## src/verilog/spi_quirk_pkg.sv

```systemverilog
// Constants, register map and types of the SPI unit with start-up quirks
// Behaviour
// RULE_01: Serial clock rests low for polarity 0 and high for polarity 1.
// RULE_02: Fault only for a phase-1 slave whose clock is off idle at reset release.
// RULE_03: A-type fault: no byte received, no receive flag, first output bit dropped.
// RULE_04: B-type fault: reception fine, first output byte sent twice.
// RULE_05: External master parks the clock at idle before the reset release.
// RULE_06: A-type: two transmit flags without receive flag pulse soft reset, ask resend.
// RULE_07: 4-pin master: role 0 makes enable an input, role 1 drives it.
// RULE_08: Enable-input mode: a byte written while enable inactive may go wrong.
// RULE_09: Enable-input mode: transmit buffer written only while enable is active.
// RULE_10: Transfer aborted by enable going inactive is reloaded and resent later.
// RULE_11: While soft reset is held, clock edges are ignored and counting stays idle.
package spi_quirk_pkg;

  // ----------------------------------------------------------------
  // Register byte addresses
  // ----------------------------------------------------------------
  localparam logic [7:0] ADDR_CTRL   = 8'h00;
  localparam logic [7:0] ADDR_TXBUF  = 8'h04;
  localparam logic [7:0] ADDR_RXBUF  = 8'h08;
  localparam logic [7:0] ADDR_STATUS = 8'h0C;
  localparam logic [7:0] ADDR_MASK   = 8'h10;
  localparam logic [7:0] ADDR_STATE  = 8'h14;

  // ----------------------------------------------------------------
  // control_word_zero fields
  // ----------------------------------------------------------------
  localparam int CTL_SWRST   = 0;
  localparam int CTL_CPHA    = 1;
  localparam int CTL_CPOL    = 2;
  localparam int CTL_MASTER  = 3;
  localparam int CTL_FOURPIN = 4;
  localparam int CTL_STEROLE = 5;
  localparam int CTL_BTYPE   = 6;
  localparam int CTL_AUTOREC = 7;
  localparam int CTL_DIV_LSB = 8;
  localparam logic [15:0] CTRL_RESET = 16'h0301;

  // ----------------------------------------------------------------
  // Status, mask and state fields
  // ----------------------------------------------------------------
  localparam int ST_RX      = 0;
  localparam int ST_TX      = 1;
  localparam int ST_FAULT   = 2;
  localparam int ST_ABORT   = 3;
  localparam int ST_REFUSED = 4;
  localparam int ST_RESEND  = 5;
  localparam int ST_W       = 6;
  localparam logic [ST_W-1:0] MASK_RESET = 6'h00;
  localparam logic [7:0] IDLE_FILL = 8'h00;
  localparam logic [3:0] BYTE_BITS = 4'h8;
  localparam logic [1:0] RESEND_TX_COUNT = 2'h2;

  // ----------------------------------------------------------------
  // State machines
  // ----------------------------------------------------------------
  typedef enum logic [1:0] {
    M_IDLE = 2'b00,
    M_RUN  = 2'b01,
    M_HOLD = 2'b10
  } mstate_t;

  typedef enum logic [1:0] {
    R_IDLE = 2'b00,
    R_SET  = 2'b01,
    R_CLR  = 2'b10
  } rstate_t;

endpackage

```

## src/verilog/spi_shift_if.sv

```systemverilog
// Carrier between the control logic and the byte shifter
`timescale 1ns/1ps
interface spi_shift_if;
  logic       clear;
  logic       load;
  logic [7:0] load_data;
  logic       shift;
  logic       sample;
  logic       rx_bit;
  logic       out_bit;
  logic       byte_done;
  logic [7:0] rx_byte;
  logic [3:0] count;

  modport ctrl (output clear, load, load_data, shift, sample, rx_bit,
                input  out_bit, byte_done, rx_byte, count);
  modport eng  (input  clear, load, load_data, shift, sample, rx_bit,
                output out_bit, byte_done, rx_byte, count);
endinterface

```

## src/verilog/spi_byte_shifter.sv

```systemverilog
// Eight-bit shift engine: one register out, one in, shared bit count
`timescale 1ns/1ps
module spi_byte_shifter
  import spi_quirk_pkg::*;
(
  // Clock and reset
  input wire logic sys_clk,
  input wire logic resetn,
  // Control side
  spi_shift_if.eng sif
);

  logic [7:0] tx_sh_r;
  logic [7:0] rx_sh_r;
  logic [3:0] cnt_r;
  logic       done_r;

  assign sif.out_bit   = tx_sh_r[7];
  assign sif.rx_byte   = rx_sh_r;
  assign sif.count     = cnt_r;
  assign sif.byte_done = done_r;

  always_ff @(posedge sys_clk or negedge resetn)
  begin
    if (!resetn)
    begin
      tx_sh_r <= 8'h00;
      cnt_r   <= BYTE_BITS;
    end
    else if (sif.clear)
    begin
      tx_sh_r <= 8'h00;
      cnt_r   <= BYTE_BITS;
    end
    else if (sif.load)
    begin
      tx_sh_r <= sif.load_data;
      cnt_r   <= 4'h0;
    end
    else
    begin
      if (sif.shift)
        tx_sh_r <= {tx_sh_r[6:0], 1'b0};
      if (sif.sample && cnt_r != BYTE_BITS)
        cnt_r <= cnt_r + 4'h1;
    end
  end

  always_ff @(posedge sys_clk or negedge resetn)
  begin
    if (!resetn)
    begin
      rx_sh_r <= 8'h00;
      done_r  <= 1'b0;
    end
    else
    begin
      done_r <= 1'b0;
      if (!sif.clear && !sif.load && sif.sample && cnt_r != BYTE_BITS)
      begin
        rx_sh_r <= {rx_sh_r[6:0], sif.rx_bit};
        done_r  <= (cnt_r == BYTE_BITS - 4'h1);
      end
    end
  end

endmodule

```

## src/verilog/spi_quirk_unit.sv

```systemverilog
// SPI unit with APB registers, start-up phase fault and enable-pin guard
//
// Implementation choices: the APB register port and the register offsets.
`timescale 1ns/1ps
module spi_quirk_unit
  import spi_quirk_pkg::*;
(
  // Clock and reset
  input  wire logic        sys_clk,
  input  wire logic        resetn,
  // APB slave
  input  wire logic        psel,
  input  wire logic        penable,
  input  wire logic        pwrite,
  input  wire logic [7:0]  paddr,
  input  wire logic [31:0] pwdata,
  output logic      [31:0] prdata,
  output logic             pready,
  output logic             pslverr,
  // Interrupt
  output logic             irq,
  // Serial clock pin
  input  wire logic        sclk_in,
  output logic             sclk_out,
  output logic             sclk_oe,
  // Controller-out data pin
  input  wire logic        mosi_in,
  output logic             mosi_out,
  output logic             mosi_oe,
  // Peripheral-out data pin
  input  wire logic        miso_in,
  output logic             miso_out,
  output logic             miso_oe,
  // select_enable_line, active low
  input  wire logic        ste_n_in,
  output logic             ste_n_out,
  output logic             ste_oe
);

  spi_shift_if sif ();

  spi_byte_shifter u_shift (
    .sys_clk (sys_clk),
    .resetn  (resetn),
    .sif     (sif)
  );

  // ----------------------------------------------------------------
  // Registers and decode
  // ----------------------------------------------------------------
  logic [15:0]     ctrl_r;
  logic [7:0]      txbuf_r;
  logic [7:0]      rxbuf_r;
  logic [7:0]      last_byte_r;
  logic            tx_full_r;
  logic            rx_full_r;
  logic [ST_W-1:0] status_r;
  logic [ST_W-1:0] mask_r;
  logic            fault_r;
  logic            dup_pend_r;
  logic            swrst_d_r;
  logic [1:0]      tx_since_rx_r;
  mstate_t         mstate_r;
  rstate_t         rstate_r;
  logic [7:0]      div_cnt_r;
  logic            sclk_r;
  logic [3:0]      sync_a_r;
  logic [3:0]      sync_b_r;
  logic            sclk_prev_r;

  logic swrst, cpha, cpol, master, fourpin, ste_role, btype, autorec;
  assign swrst    = ctrl_r[CTL_SWRST];
  assign cpha     = ctrl_r[CTL_CPHA];
  assign cpol     = ctrl_r[CTL_CPOL];
  assign master   = ctrl_r[CTL_MASTER];
  assign fourpin  = ctrl_r[CTL_FOURPIN];
  assign ste_role = ctrl_r[CTL_STEROLE];
  assign btype    = ctrl_r[CTL_BTYPE];
  assign autorec  = ctrl_r[CTL_AUTOREC];

  logic sclk_s, mosi_s, miso_s, ste_n_s;
  assign {ste_n_s, miso_s, mosi_s, sclk_s} = sync_b_r;

  logic setup, acc, wr, rd;
  assign setup = psel && !penable;
  assign acc   = psel && penable && pready;
  assign wr    = acc && pwrite;
  assign rd    = acc && !pwrite;

  logic guard_mode, ste_active;
  assign guard_mode = master && fourpin && !ste_role;
  assign ste_active = !ste_n_s;

  // ----------------------------------------------------------------
  // Strobes from the serial clock
  // ----------------------------------------------------------------
  logic div_tick, lead_p, trail_p, sample_p, shift_p, clk_idle;
  assign div_tick = (div_cnt_r == ctrl_r[CTL_DIV_LSB +: 8]);
  always_comb
  begin
    lead_p  = 1'b0;
    trail_p = 1'b0;
    if (swrst)                                              // RULE_11
    begin
      lead_p  = 1'b0;
      trail_p = 1'b0;
    end
    else if (master)
    begin
      lead_p  = (mstate_r == M_RUN) && div_tick && (sclk_r == cpol);
      trail_p = (mstate_r == M_RUN) && div_tick && (sclk_r != cpol);
    end
    else
    begin
      lead_p  = (sclk_s != sclk_prev_r) && (sclk_prev_r == cpol); // RULE_01
      trail_p = (sclk_s != sclk_prev_r) && (sclk_prev_r != cpol); // RULE_01
    end
  end
  assign sample_p = cpha ? trail_p : lead_p;
  assign shift_p  = cpha ? lead_p  : trail_p;
  assign clk_idle = master ? (sclk_r == cpol) : (sclk_s == cpol);

  // ----------------------------------------------------------------
  // Loading the shifter
  // ----------------------------------------------------------------
  logic at_end, abort_p, load_p, consume_p, drop_a, rx_blocked;
  logic [7:0] load_byte;
  assign at_end     = (sif.count == BYTE_BITS);
  assign drop_a     = fault_r && !btype;                     // RULE_03
  assign rx_blocked = fault_r && !btype;                     // RULE_03
  assign abort_p    = guard_mode && (mstate_r == M_RUN)
                      && !ste_active;                        // RULE_10
  always_comb
  begin
    load_p    = 1'b0;
    consume_p = 1'b0;
    load_byte = txbuf_r;
    if (swrst)
    begin
      load_p = 1'b0;
    end
    else if (abort_p)
    begin
      load_p    = 1'b1;
      load_byte = last_byte_r;                               // RULE_10
    end
    else if (at_end && (shift_p || clk_idle))
    begin
      if (dup_pend_r && tx_full_r)
      begin
        load_p    = 1'b1;
        load_byte = txbuf_r;                                 // RULE_04
      end
      else if (tx_full_r)
      begin
        load_p    = 1'b1;
        consume_p = 1'b1;
      end
      else if (shift_p && !master)
      begin
        load_p    = 1'b1;
        load_byte = IDLE_FILL;
      end
    end
  end

  assign sif.clear     = swrst;                              // RULE_11
  assign sif.load      = load_p;
  assign sif.load_data = load_byte;
  assign sif.sample    = sample_p;
  assign sif.rx_bit    = master ? miso_s : mosi_s;
  assign sif.shift     = shift_p && !at_end
                         && !((sif.count == 4'h0) && cpha && !drop_a); // RULE_03

  // ----------------------------------------------------------------
  // Input synchronisers
  // ----------------------------------------------------------------
  always_ff @(posedge sys_clk or negedge resetn)
  begin
    if (!resetn)
    begin
      sync_a_r    <= 4'h8;
      sync_b_r    <= 4'h8;
      sclk_prev_r <= 1'b0;
    end
    else
    begin
      sync_a_r    <= {ste_n_in, miso_in, mosi_in, sclk_in};
      sync_b_r    <= sync_a_r;
      sclk_prev_r <= sync_b_r[0];
    end
  end

  // ----------------------------------------------------------------
  // Control word, with the automatic reset pulse
  // ----------------------------------------------------------------
  always_ff @(posedge sys_clk or negedge resetn)
  begin
    if (!resetn)
      ctrl_r <= CTRL_RESET;
    else if (rstate_r == R_SET)
      ctrl_r[CTL_SWRST] <= 1'b1;                             // RULE_06
    else if (rstate_r == R_CLR)
      ctrl_r[CTL_SWRST] <= 1'b0;                             // RULE_06
    else if (wr && paddr == ADDR_CTRL)
      ctrl_r <= pwdata[15:0];
  end

  // Recovery only helps when the master later parks the clock at idle
  always_ff @(posedge sys_clk or negedge resetn)
  begin
    if (!resetn)
    begin
      rstate_r      <= R_IDLE;
      tx_since_rx_r <= 2'h0;
    end
    else
    begin
      case (rstate_r)
        R_IDLE:
        begin
          if (swrst || (sif.byte_done && !rx_blocked))
            tx_since_rx_r <= 2'h0;
          else if (consume_p)
            tx_since_rx_r <= tx_since_rx_r + 2'h1;
          if (autorec && !btype && !master
              && tx_since_rx_r == RESEND_TX_COUNT)           // RULE_06
            rstate_r <= R_SET;
        end
        R_SET:   rstate_r <= R_CLR;
        R_CLR:
        begin
          rstate_r      <= R_IDLE;
          tx_since_rx_r <= 2'h0;
        end
        default: rstate_r <= R_IDLE;
      endcase
    end
  end

  // ----------------------------------------------------------------
  // Start-up fault capture
  // ----------------------------------------------------------------
  always_ff @(posedge sys_clk or negedge resetn)
  begin
    if (!resetn)
    begin
      swrst_d_r  <= 1'b1;
      fault_r    <= 1'b0;
      dup_pend_r <= 1'b0;
    end
    else
    begin
      swrst_d_r <= swrst;
      if (swrst)
      begin
        fault_r    <= 1'b0;
        dup_pend_r <= 1'b0;
      end
      else if (swrst_d_r)
      begin
        fault_r    <= !master && cpha && (sclk_s != cpol);   // RULE_02
        dup_pend_r <= !master && cpha && (sclk_s != cpol) && btype;
      end
      else if (load_p && !abort_p && dup_pend_r)
        dup_pend_r <= 1'b0;                                  // RULE_04
    end
  end

  // ----------------------------------------------------------------
  // Data buffers
  // ----------------------------------------------------------------
  logic tx_write_ok;
  assign tx_write_ok = !(guard_mode && !ste_active);         // RULE_08

  always_ff @(posedge sys_clk or negedge resetn)
  begin
    if (!resetn)
    begin
      txbuf_r     <= 8'h00;
      tx_full_r   <= 1'b0;
      last_byte_r <= 8'h00;
    end
    else
    begin
      if (load_p && !abort_p)
        last_byte_r <= load_byte;
      if (wr && paddr == ADDR_TXBUF && tx_write_ok)          // RULE_09
      begin
        txbuf_r   <= pwdata[7:0];
        tx_full_r <= 1'b1;
      end
      else if (consume_p)
        tx_full_r <= 1'b0;
    end
  end

  always_ff @(posedge sys_clk or negedge resetn)
  begin
    if (!resetn)
    begin
      rxbuf_r   <= 8'h00;
      rx_full_r <= 1'b0;
    end
    else if (sif.byte_done && !rx_blocked)                   // RULE_03
    begin
      rxbuf_r   <= sif.rx_byte;
      rx_full_r <= 1'b1;
    end
    else if (rd && paddr == ADDR_RXBUF)
      rx_full_r <= 1'b0;
  end

  // ----------------------------------------------------------------
  // Master clock generator
  // ----------------------------------------------------------------
  always_ff @(posedge sys_clk or negedge resetn)
  begin
    if (!resetn)
    begin
      mstate_r  <= M_IDLE;
      div_cnt_r <= 8'h00;
      sclk_r    <= 1'b0;
    end
    else if (swrst || !master)
    begin
      mstate_r  <= M_IDLE;
      div_cnt_r <= 8'h00;
      sclk_r    <= cpol;                                     // RULE_01
    end
    else
    begin
      div_cnt_r <= (div_tick || mstate_r != M_RUN) ? 8'h00
                                                   : div_cnt_r + 8'h01;
      case (mstate_r)
        M_IDLE:
        begin
          sclk_r <= cpol;
          if (!at_end && (!guard_mode || ste_active))        // RULE_07
            mstate_r <= M_RUN;
        end
        M_RUN:
        begin
          if (abort_p)
          begin
            mstate_r <= M_HOLD;                              // RULE_10
            sclk_r   <= cpol;
          end
          else if (at_end && sclk_r == cpol && !tx_full_r && !load_p)
            mstate_r <= M_IDLE;
          else if (div_tick)
            sclk_r <= ~sclk_r;
        end
        M_HOLD:
          if (ste_active)
            mstate_r <= M_RUN;                               // RULE_10
        default: mstate_r <= M_IDLE;
      endcase
    end
  end

  // ----------------------------------------------------------------
  // Events, mask and interrupt
  // ----------------------------------------------------------------
  logic [ST_W-1:0] ev;
  always_comb
  begin
    ev              = '0;
    ev[ST_RX]       = sif.byte_done && !rx_blocked;
    ev[ST_TX]       = consume_p;
    ev[ST_FAULT]    = swrst_d_r && !swrst && !master && cpha
                      && (sclk_s != cpol);
    ev[ST_ABORT]    = abort_p;
    ev[ST_REFUSED]  = wr && paddr == ADDR_TXBUF && !tx_write_ok;
    ev[ST_RESEND]   = (rstate_r == R_CLR);                   // RULE_06
  end

  // Clear only what the read returned; set wins so no event is lost
  always_ff @(posedge sys_clk or negedge resetn)
  begin
    if (!resetn)
      status_r <= '0;
    else if (rd && paddr == ADDR_STATUS)
      status_r <= (status_r & ~prdata[ST_W-1:0]) | ev;
    else
      status_r <= status_r | ev;
  end

  always_ff @(posedge sys_clk or negedge resetn)
  begin
    if (!resetn)
      mask_r <= MASK_RESET;
    else if (wr && paddr == ADDR_MASK)
      mask_r <= pwdata[ST_W-1:0];
  end

  always_ff @(posedge sys_clk or negedge resetn)
  begin
    if (!resetn)
      irq <= 1'b0;
    else
      irq <= |(status_r & mask_r);
  end

  // ----------------------------------------------------------------
  // APB answer: one wait-free access phase after setup
  // ----------------------------------------------------------------
  logic        mapped;
  logic [31:0] rdata;
  always_comb
  begin
    mapped = 1'b1;
    rdata  = 32'h0000_0000;
    case (paddr)
      ADDR_CTRL:   rdata = {16'h0000, ctrl_r};
      ADDR_TXBUF:  rdata = {24'h00_0000, txbuf_r};
      ADDR_RXBUF:  rdata = {24'h00_0000, rxbuf_r};
      ADDR_STATUS: rdata = {26'h000_0000, status_r};
      ADDR_MASK:   rdata = {26'h000_0000, mask_r};
      ADDR_STATE:  rdata = {24'h00_0000, ste_n_s, sclk_s, mstate_r,
                            dup_pend_r, fault_r, rx_full_r, tx_full_r};
      default:     mapped = 1'b0;
    endcase
  end

  always_ff @(posedge sys_clk or negedge resetn)
  begin
    if (!resetn)
    begin
      prdata  <= 32'h0000_0000;
      pready  <= 1'b0;
      pslverr <= 1'b0;
    end
    else
    begin
      pready  <= setup;
      pslverr <= setup && !mapped;
      if (setup && !pwrite)
        prdata <= rdata;
    end
  end

  // ----------------------------------------------------------------
  // Pin drivers
  // ----------------------------------------------------------------
  always_ff @(posedge sys_clk or negedge resetn)
  begin
    if (!resetn)
    begin
      sclk_out  <= 1'b0;
      sclk_oe   <= 1'b0;
      mosi_out  <= 1'b0;
      mosi_oe   <= 1'b0;
      miso_out  <= 1'b0;
      miso_oe   <= 1'b0;
      ste_n_out <= 1'b1;
      ste_oe    <= 1'b0;
    end
    else
    begin
      sclk_out  <= sclk_r;
      sclk_oe   <= master && !swrst;
      mosi_out  <= master && sif.out_bit;
      mosi_oe   <= master && !swrst;
      miso_out  <= !master && sif.out_bit;
      miso_oe   <= !master && !swrst;
      ste_n_out <= (mstate_r != M_RUN);                      // RULE_07
      ste_oe    <= master && fourpin && ste_role;            // RULE_07
    end
  end

endmodule

```

## config.mk

```make
export PLATFORM = sky130hd
export DESIGN_NAME = spi_quirk_unit
export DESIGN_NICKNAME = d
export VERILOG_FILES = /design/src/verilog/spi_quirk_pkg.sv /design/src/verilog/spi_shift_if.sv /design/src/verilog/spi_byte_shifter.sv /design/src/verilog/spi_quirk_unit.sv
export SDC_FILE = /design/constraint.sdc
export NUM_CORES = 1
export LEC_CHECK = 0
export ABC_AREA = 1
export BUFFER_PORTS_ARGS = -buffer_cell sky130_fd_sc_hd__buf_2
export CAP_MARGIN = 30
export CELL_PAD_IN_SITES_DETAIL_PLACEMENT = 0
export CELL_PAD_IN_SITES_GLOBAL_PLACEMENT = 1
export CORE_MARGIN = 10
export CORE_UTILIZATION = 45
export CTS_CLUSTER_SIZE = 8
export DETAILED_ROUTE_END_ITERATION = 10
export GPL_TIMING_DRIVEN = 0
export PLACE_DENSITY = 0.82
export SYNTH_ARGS = -nofsm -noshare
export SYNTH_HDL_FRONTEND = slang
export SYNTH_SLANG_ARGS = --single-unit
```

## constraint.sdc

```tcl
create_clock -name sys_clk -period 4.8 [get_ports sys_clk]
set_clock_uncertainty 0.05 [all_clocks]
set_input_delay 0.48 -clock sys_clk [delete_from_list [all_inputs] [get_ports sys_clk]]
set_output_delay 0.48 -clock sys_clk [all_outputs]
set_load 0.05 [all_outputs]
```

==> flow_metrics.tcl, run 1 <==
set metrics [dict create \
    period_share 0.511 \
    cts-root-buf "clkbuf_16" \
    gp_congestion 0.909 \
    grt_pass1_wl_um 26300 \
    p_sw_frac 0.295 \
    vias 4994 \
    overflow 0 \
    p_comb_frac 0.185 \
    period_minus_slack_ps 2450 \
    drtIter0Drc 429 \
    cts_resized 0 \
    io_buffers 59 \
    die_y_um 137 \
    synth_ff_type "dfrtp_1" \
    crit_fanout 10 \
    final.setup.worst_slack_ps 2350 \
    final_nets 851 \
    crit_chain "inv_1, ha_1, inv_1, nor3_1, inv_1, nand3_1, inv_1, nand2_2, buf_6, nand2_1, o31ai_1" \
    critPathSlowestCell "nor3_1" \
    die_w_um 137 \
    synth_common_cells "nand2_1, dfrtp_1, inv_1" \
    power.switching_uw 850 \
    synth_top_cell_area_share 0.491 \
    h-tree-depth 4 \
    start_util 0.460 \
    yosys.area.top_type "dfrtp_1" \
    yosys.cell_count.top_type "nand2_1" \
    final_cell_area_um2 7260 \
    tightestPinTransition_ps 862 \
    synthCells 699 \
    slew_headroom 0.420 \
    drive_above_1_share 0.178 \
    ir_worst_vdd_mv 0.267 \
    hold_path_startpoint "ste_n_in" \
    path_common_cell "inv_1" \
    p_int_uw 2030 \
    path_class "reg -> reg" \
    diodes 0 \
    arrival_ps 2710 \
    synth_edf_count 0 \
    syn_area_per_cell_um2 8.75 \
    yosys_register_bits 128 \
    seqPwrFrac 0.416 \
    drv_cap 0 \
    cpPeakStageDelay_ps 540 \
    clk_path_buf_depth 2 \
    leakage_uw 0.00357 \
    setup_violations 0 \
    num_rows 42 \
    r2r_slack_ps 2350 \
    vias_per_cell 5.08 \
    hold_slack_ps 113 \
    wl_per_cell_um 16.5 \
    fmax_ghz 0.408 \
    die_area_um2 18700 \
    grt_pass1_vias 5061 \
    grt_max_degree 76 \
    cts.sinks 128 \
    p_total_uw 2880 \
    dr.pass1.iters 5 \
    cts_tree "built" \
    endpoint_kind "register" \
    antenna_found_initial 0 \
    drt-total-wl_um 16200 \
    required_ps 5060 \
    clk_pin_slew_worst_paths_ps 50 \
    ios 92 \
    clk_latency_ps 420 \
    synth_async_sr_flop_share 1.00 \
    outcome "complete, no violations" \
    core_area_um2 13300 \
    ys_warn_count 0 \
    dp_slack_ps 1990 \
    reg2reg_to "u_shift.sif.rx_byte[0]$_DFFE_PN0P_" \
    dp_hpwl_um 12400 \
    tns_ps 0 \
    slew_viol_final 0 \
    finalHoldViolCount 0 \
    ys_seq_area_frac 0.525 \
    cts_buffers 17 \
    rsz0062_at_grt "false" \
    yosysUniqueCellTypes 48 \
    ff2ff_path_depth 11 \
    syn_to_final_growth_pct 18.6 \
    pwr-share-clk 0.398 \
    cp-start-kind "register" \
    holdPathStages 1 \
    yosys-top-cells-area "dfrtp_1, nand2_1, o21ai_0" \
    placed_cell_area_um2 6730 \
    synthesis.area_um2 6120 \
    whs_endpoint "sync_a_r[3]$_DFF_PN1_" \
    drt_drc_violations_left 0 \
    power_per_cell_area_nw_per_um2 397 \
    min_path_type "in -> reg" \
    rr_startpoint "u_shift.sif.count[0]$_DFFE_PN0P_" \
    grt_usage 0.181 \
    antenna_left 0 \
]
-- worst max-delay path: cells and delay by family, from the launching register on --
family / cells / cell delay [ps]
adders and majority gates: 1 / 160
and+or+nand+nor: 4 / 1020
buffers and inverters: 5 / 670
DFF: 1 / 390
AOI/OAI and AO/OA: 1 / 60
-- metrics by stage --
step | utilization | cells
3_5_place_dp | 0.506 | 950
4_1_cts | 0.546 | 983
2_1_floorplan | - | 714
3_3_place_gp | 0.503 | 949
5_1_grt | 0.546 | 983
6_report | 0.546 | 983
-- worst max-delay path by stage --
stage	start	to	slack (ps)	cells past startpoint
global placement	resetn	u_shift.sif.count[0]$_DFFE_PN0P_	1570	1
detailed placement	paddr[7]	status_r[2]$_DFF_PN0_	1990	9
floorplan	paddr[7]	prdata[4]$_DFFE_PN0P_	2790	11
global route	u_shift.sif.count[0]$_DFFE_PN0P_	u_shift.sif.rx_byte[0]$_DFFE_PN0P_	2140	11
CTS	u_shift.sif.count[0]$_DFFE_PN0P_	u_shift.sif.rx_byte[4]$_DFFE_PN0P_	2350	10
finish	u_shift.sif.count[0]$_DFFE_PN0P_	u_shift.sif.rx_byte[0]$_DFFE_PN0P_	2350	11
-- cells by family (layout without fill, tap and decap cells) --
family          Yosys count  count (layout)  synth area share
simple gates            260             260             0.188
compound gates          148             148             0.142
buf+inv                 137             230             0.102
flops                   128             128             0.525
xor+xnor                 16              16            0.0241
fa+ha+maj                 8               8            0.0164
other cells               1              16          0.000613
mux                       1               1           0.00184
-- timing repair --
action | CTS | global route
hold buffers | 1 | 0
hold endpoints to repair | 32 | 0
setup buffers | 0 | 0
-- flip-flops by register name (all words and copies together), names as in the netlist, 4 cells and up --
name,flops
ctrl_r,16
prdata,16
div_cnt_r,8
last_byte_r,8
rxbuf_r,8
txbuf_r,8
u_shift.sif.rx_byte,8
u_shift.tx_sh_r,8
mask_r,6
status_r,6
sync_a_r,4
sync_b_r,4
u_shift.sif.count,4
-- layout by cell type, fill, tap and decap left out, types with 2 or more instances in the layout --
cell type | synthesis | final
a22oi_1 | 3 | 3
clkinv_2 | 1 | 2
nand2_1 | 147 | 147
clkbuf_16 | 0 | 17
inv_1 | 96 | 96
nor2_4 | 2 | 2
a31oi_1 | 3 | 3
or2_2 | 3 | 3
buf_4 | 18 | 18
dfrtp_1 | 120 | 120
a21oi_1 | 15 | 15
nor4_1 | 3 | 3
nor3_1 | 8 | 8
nand2_4 | 3 | 3
a221oi_1 | 8 | 8
buf_2 | 2 | 60
xnor2_1 | 8 | 8
nand4_1 | 4 | 4
nor2_1 | 47 | 47
clkbuf_8 | 0 | 4
nand2_2 | 5 | 5
dfstp_2 | 8 | 8
o21ai_0 | 87 | 87
o31ai_1 | 10 | 10
o21ai_2 | 3 | 3
ha_1 | 8 | 8
o21ai_1 | 4 | 4
o22ai_1 | 5 | 5
nand3b_1 | 3 | 3
buf_6 | 5 | 6
xor2_1 | 7 | 7
o221ai_1 | 4 | 4
o2111ai_1 | 2 | 2
clkbuf_1 | 11 | 21
nand3_1 | 29 | 29
conb_1 | 1 | 16
inv_2 | 3 | 3
-- layer usage --
| metal | GRT usage | part of all wire | up-vias |
|---|---|---|---|
| met5 | 0 | 0 | - |
| met2 | 0.295 | 0.47 | 134 |
| met4 | 0.0467 | 0.016 | 0 |
| met3 | 0.0561 | 0.056 | 26 |
| met1 | 0.228 | 0.45 | 2393 |
| li1 | - | - | 2441 |
-- power by group through the flow --
stage / registers (uW) / logic (uW) / clock network, uW
after detailed placement: 1220 / 532 / 0
after global placement: 1210 / 510 / 0
after CTS: 1200 / 534 / 1170
after global routing: 1210 / 599 / 1220
after floorplan: 1240 / 347 / 0
final: 1200 / 534 / 1150
-- cell type report --
cell class	count	area, um2
Sequential cell	128	3210
Buffer	36	243
Fill cell	1253	6040
Clock inverter	1	5.00
Tap cell	176	220
Inverter	101	383
Multi-Input combinational cell	449	2340
Timing Repair Buffer	61	339
Clock buffer	31	518
(Power assumes the default switching activity.)
==> run 2, diff against run 1 <==
Settings changed: CORE_UTILIZATION 45 to 39, PLACE_DENSITY 0.82 to 0.75.
Clock period 4.8 ns to 2.2 ns, I/O delays scaled along.
==> run 2 against run 1 <==
Net effect:
- the flow now finishes with violations (negative setup slack)
- first-iteration DRC count rose by 3.0%
- sequential cell count did not move
- via count increased by 6.0%
- sequential share of layout area down 4.9 points
- critical endpoint is now last_byte_r[4]$_DFFE_PN0P_
- sequential power up 120%
- register-to-register slack worse by 2400 ps
- critical path depth grew 6
- global-route usage fell by 1.3 points
- combinational power grew to 2.8 times the previous value
- utilization fell by 1.3 points
- total power grew 150%
==> flow_metrics.tcl, run 2 (synthesis results as in run 1) <==
set metrics [dict create \
    clk_pin_slew_worst_paths_ps 60 \
    die_y_um 145 \
    wl_per_cell_um 16.8 \
    die_area_um2 21100 \
    ir_worst_vdd_mv 0.539 \
    h-tree-depth 4 \
    cp-start-kind "register" \
    final_common_cell "nand2_1" \
    endpoint_kind "register" \
    setup_violations 14 \
    vias_per_cell 5.02 \
    slew_headroom 0.342 \
    io_buffers 59 \
    dp_cells 985 \
    cts_tree "built" \
    final_nets 888 \
    path_class "reg -> reg" \
    cts.sinks 128 \
    final_cell_mix "nand2_1, dfrtp_1, inv_1, o21ai_0, buf_2" \
    num_rows 45 \
    power_per_cell_area_nw_per_um2 879 \
    ios 92 \
    final.setup.worst_slack_ps -99.5 \
    fmax_ghz 0.435 \
    r2r_slack_ps -100 \
    clk_latency_ps 420 \
    drt-total-wl_um 17700 \
    syn_to_final_growth_pct 33.4 \
    finalHoldViolCount 0 \
    hold_slack_ps 39.8 \
    cts_buffers 17 \
    final_cells 1055 \
    dr.pass1.iters 5 \
    vias 5296 \
    tns_ps -740 \
    clk_path_buf_depth 2 \
    core_area_um2 15300 \
    drtIter0Drc 442 \
    antenna_left 0 \
    required_ps 2460 \
    start_util 0.400 \
    grt_usage 0.168 \
    violations "negative setup slack" \
    cts-root-buf "clkbuf_16" \
    leakage_uw 0.00391 \
    period_minus_slack_ps 2300 \
    grt_max_degree 69 \
    grt_pass1_wl_um 28500 \
    dp_slack_ps -349 \
    diodes 0 \
    drt_drc_violations_left 0 \
    grt_pass1_vias 5374 \
    overflow 0 \
    drv_cap 0 \
    crit_fanout 6 \
    outcome "complete, but fails checks" \
    die_w_um 145 \
    gp_congestion 0.888 \
    arrival_ps 2560 \
    min_path_type "in -> reg" \
    tightestPinTransition_ps 978 \
    dp_hpwl_um 12500 \
    reg_top3 "ctrl_r (16), prdata (16)" \
    drive_above_1_share 0.294 \
    slew_viol_final 0 \
    rsz0062_at_grt "true" \
    period_share 1.05 \
    antenna_found_initial 0 \
]
[run 2: timing repair]
action                                  in CTS  in global routing
gates resized for setup                     42                 95
hold endpoints to repair                    68                  0
hold buffers                                16                  0
gates cloned                                 2                  2
endpoints found under the setup margin      44                 54
pin swaps                                   14                 17
setup buffers                                7                 11
[run 2: layer usage]
| layer | vias up | wire length [um] | GRT usage | part of all wire |
|---|---|---|---|---|
| met1 | 2593 | 7830 | 0.212 | 0.44 |
| met5 | - | 0 | 0 | 0 |
| met3 | 25 | 1130 | 0.0478 | 0.064 |
| met4 | 0 | 288 | 0.0647 | 0.016 |
| li1 | 2524 | - | - | - |
| met2 | 154 | 8500 | 0.267 | 0.48 |
[run 2: metrics by stage]
step	utilization	total power, uW	cell area [um2]
final	0.533	7180	8160
after detailed placement	0.442	3800	6770
after CTS	0.507	7000	7760
after global routing	0.533	7500	8160
after global placement	0.440	3760	6740
after floorplan	-	3460	6180
[run 2: report_power, final]
group | total, uW | switching [uW] | internal (uW)
Clock | 3030 | 1050 | 1980
Combinational | 1520 | 988 | 529
Sequential | 2630 | 99.9 | 2530
[run 2: cell type report]
| type | instances | area [um2] |
|---|---|---|
| inverter | 101 | 399 |
| sequential | 128 | 3210 |
| multi-input combinational | 450 | 2710 |
| tap | 211 | 264 |
| timing repair buffer | 97 | 688 |
| fill | 1429 | 7150 |
| clock buffer | 22 | 474 |
| clock inverter | 10 | 158 |
| buffer | 36 | 262 |
[run 2: final timing paths]
path	start	to	cells after the start
max	mstate_r[1]$_DFFE_PN0P_	last_byte_r[4]$_DFFE_PN0P_	17
min in group asynchronous	resetn	prdata[13]$_DFFE_PN0P_	2
max reg2reg	mstate_r[1]$_DFFE_PN0P_	last_byte_r[4]$_DFFE_PN0P_	17
min reg2reg	sync_a_r[0]$_DFF_PN0_	sync_b_r[0]$_DFF_PN0_	0
min	pwdata[7]	txbuf_r[7]$_DFFE_PN0P_	3
max in group asynchronous	resetn	sync_b_r[1]$_DFF_PN0_	3
[run 2: critical path, stage by stage, from the launching register on]
cell and delay, ps:
dfrtp_1 450, nor2_1 200, inv_1 150, nor2_2 150, nand3_2 100, nand2_2 100
nand3_4 90, nand2_4 90, nand2_1 50, nand2_1 60, nand2_2 60, nand2_4 110
nand2_4 90, clkinv_4 90, nand2_8 80, clkbuf_16 170, nand2_2 50, o21ai_2 50
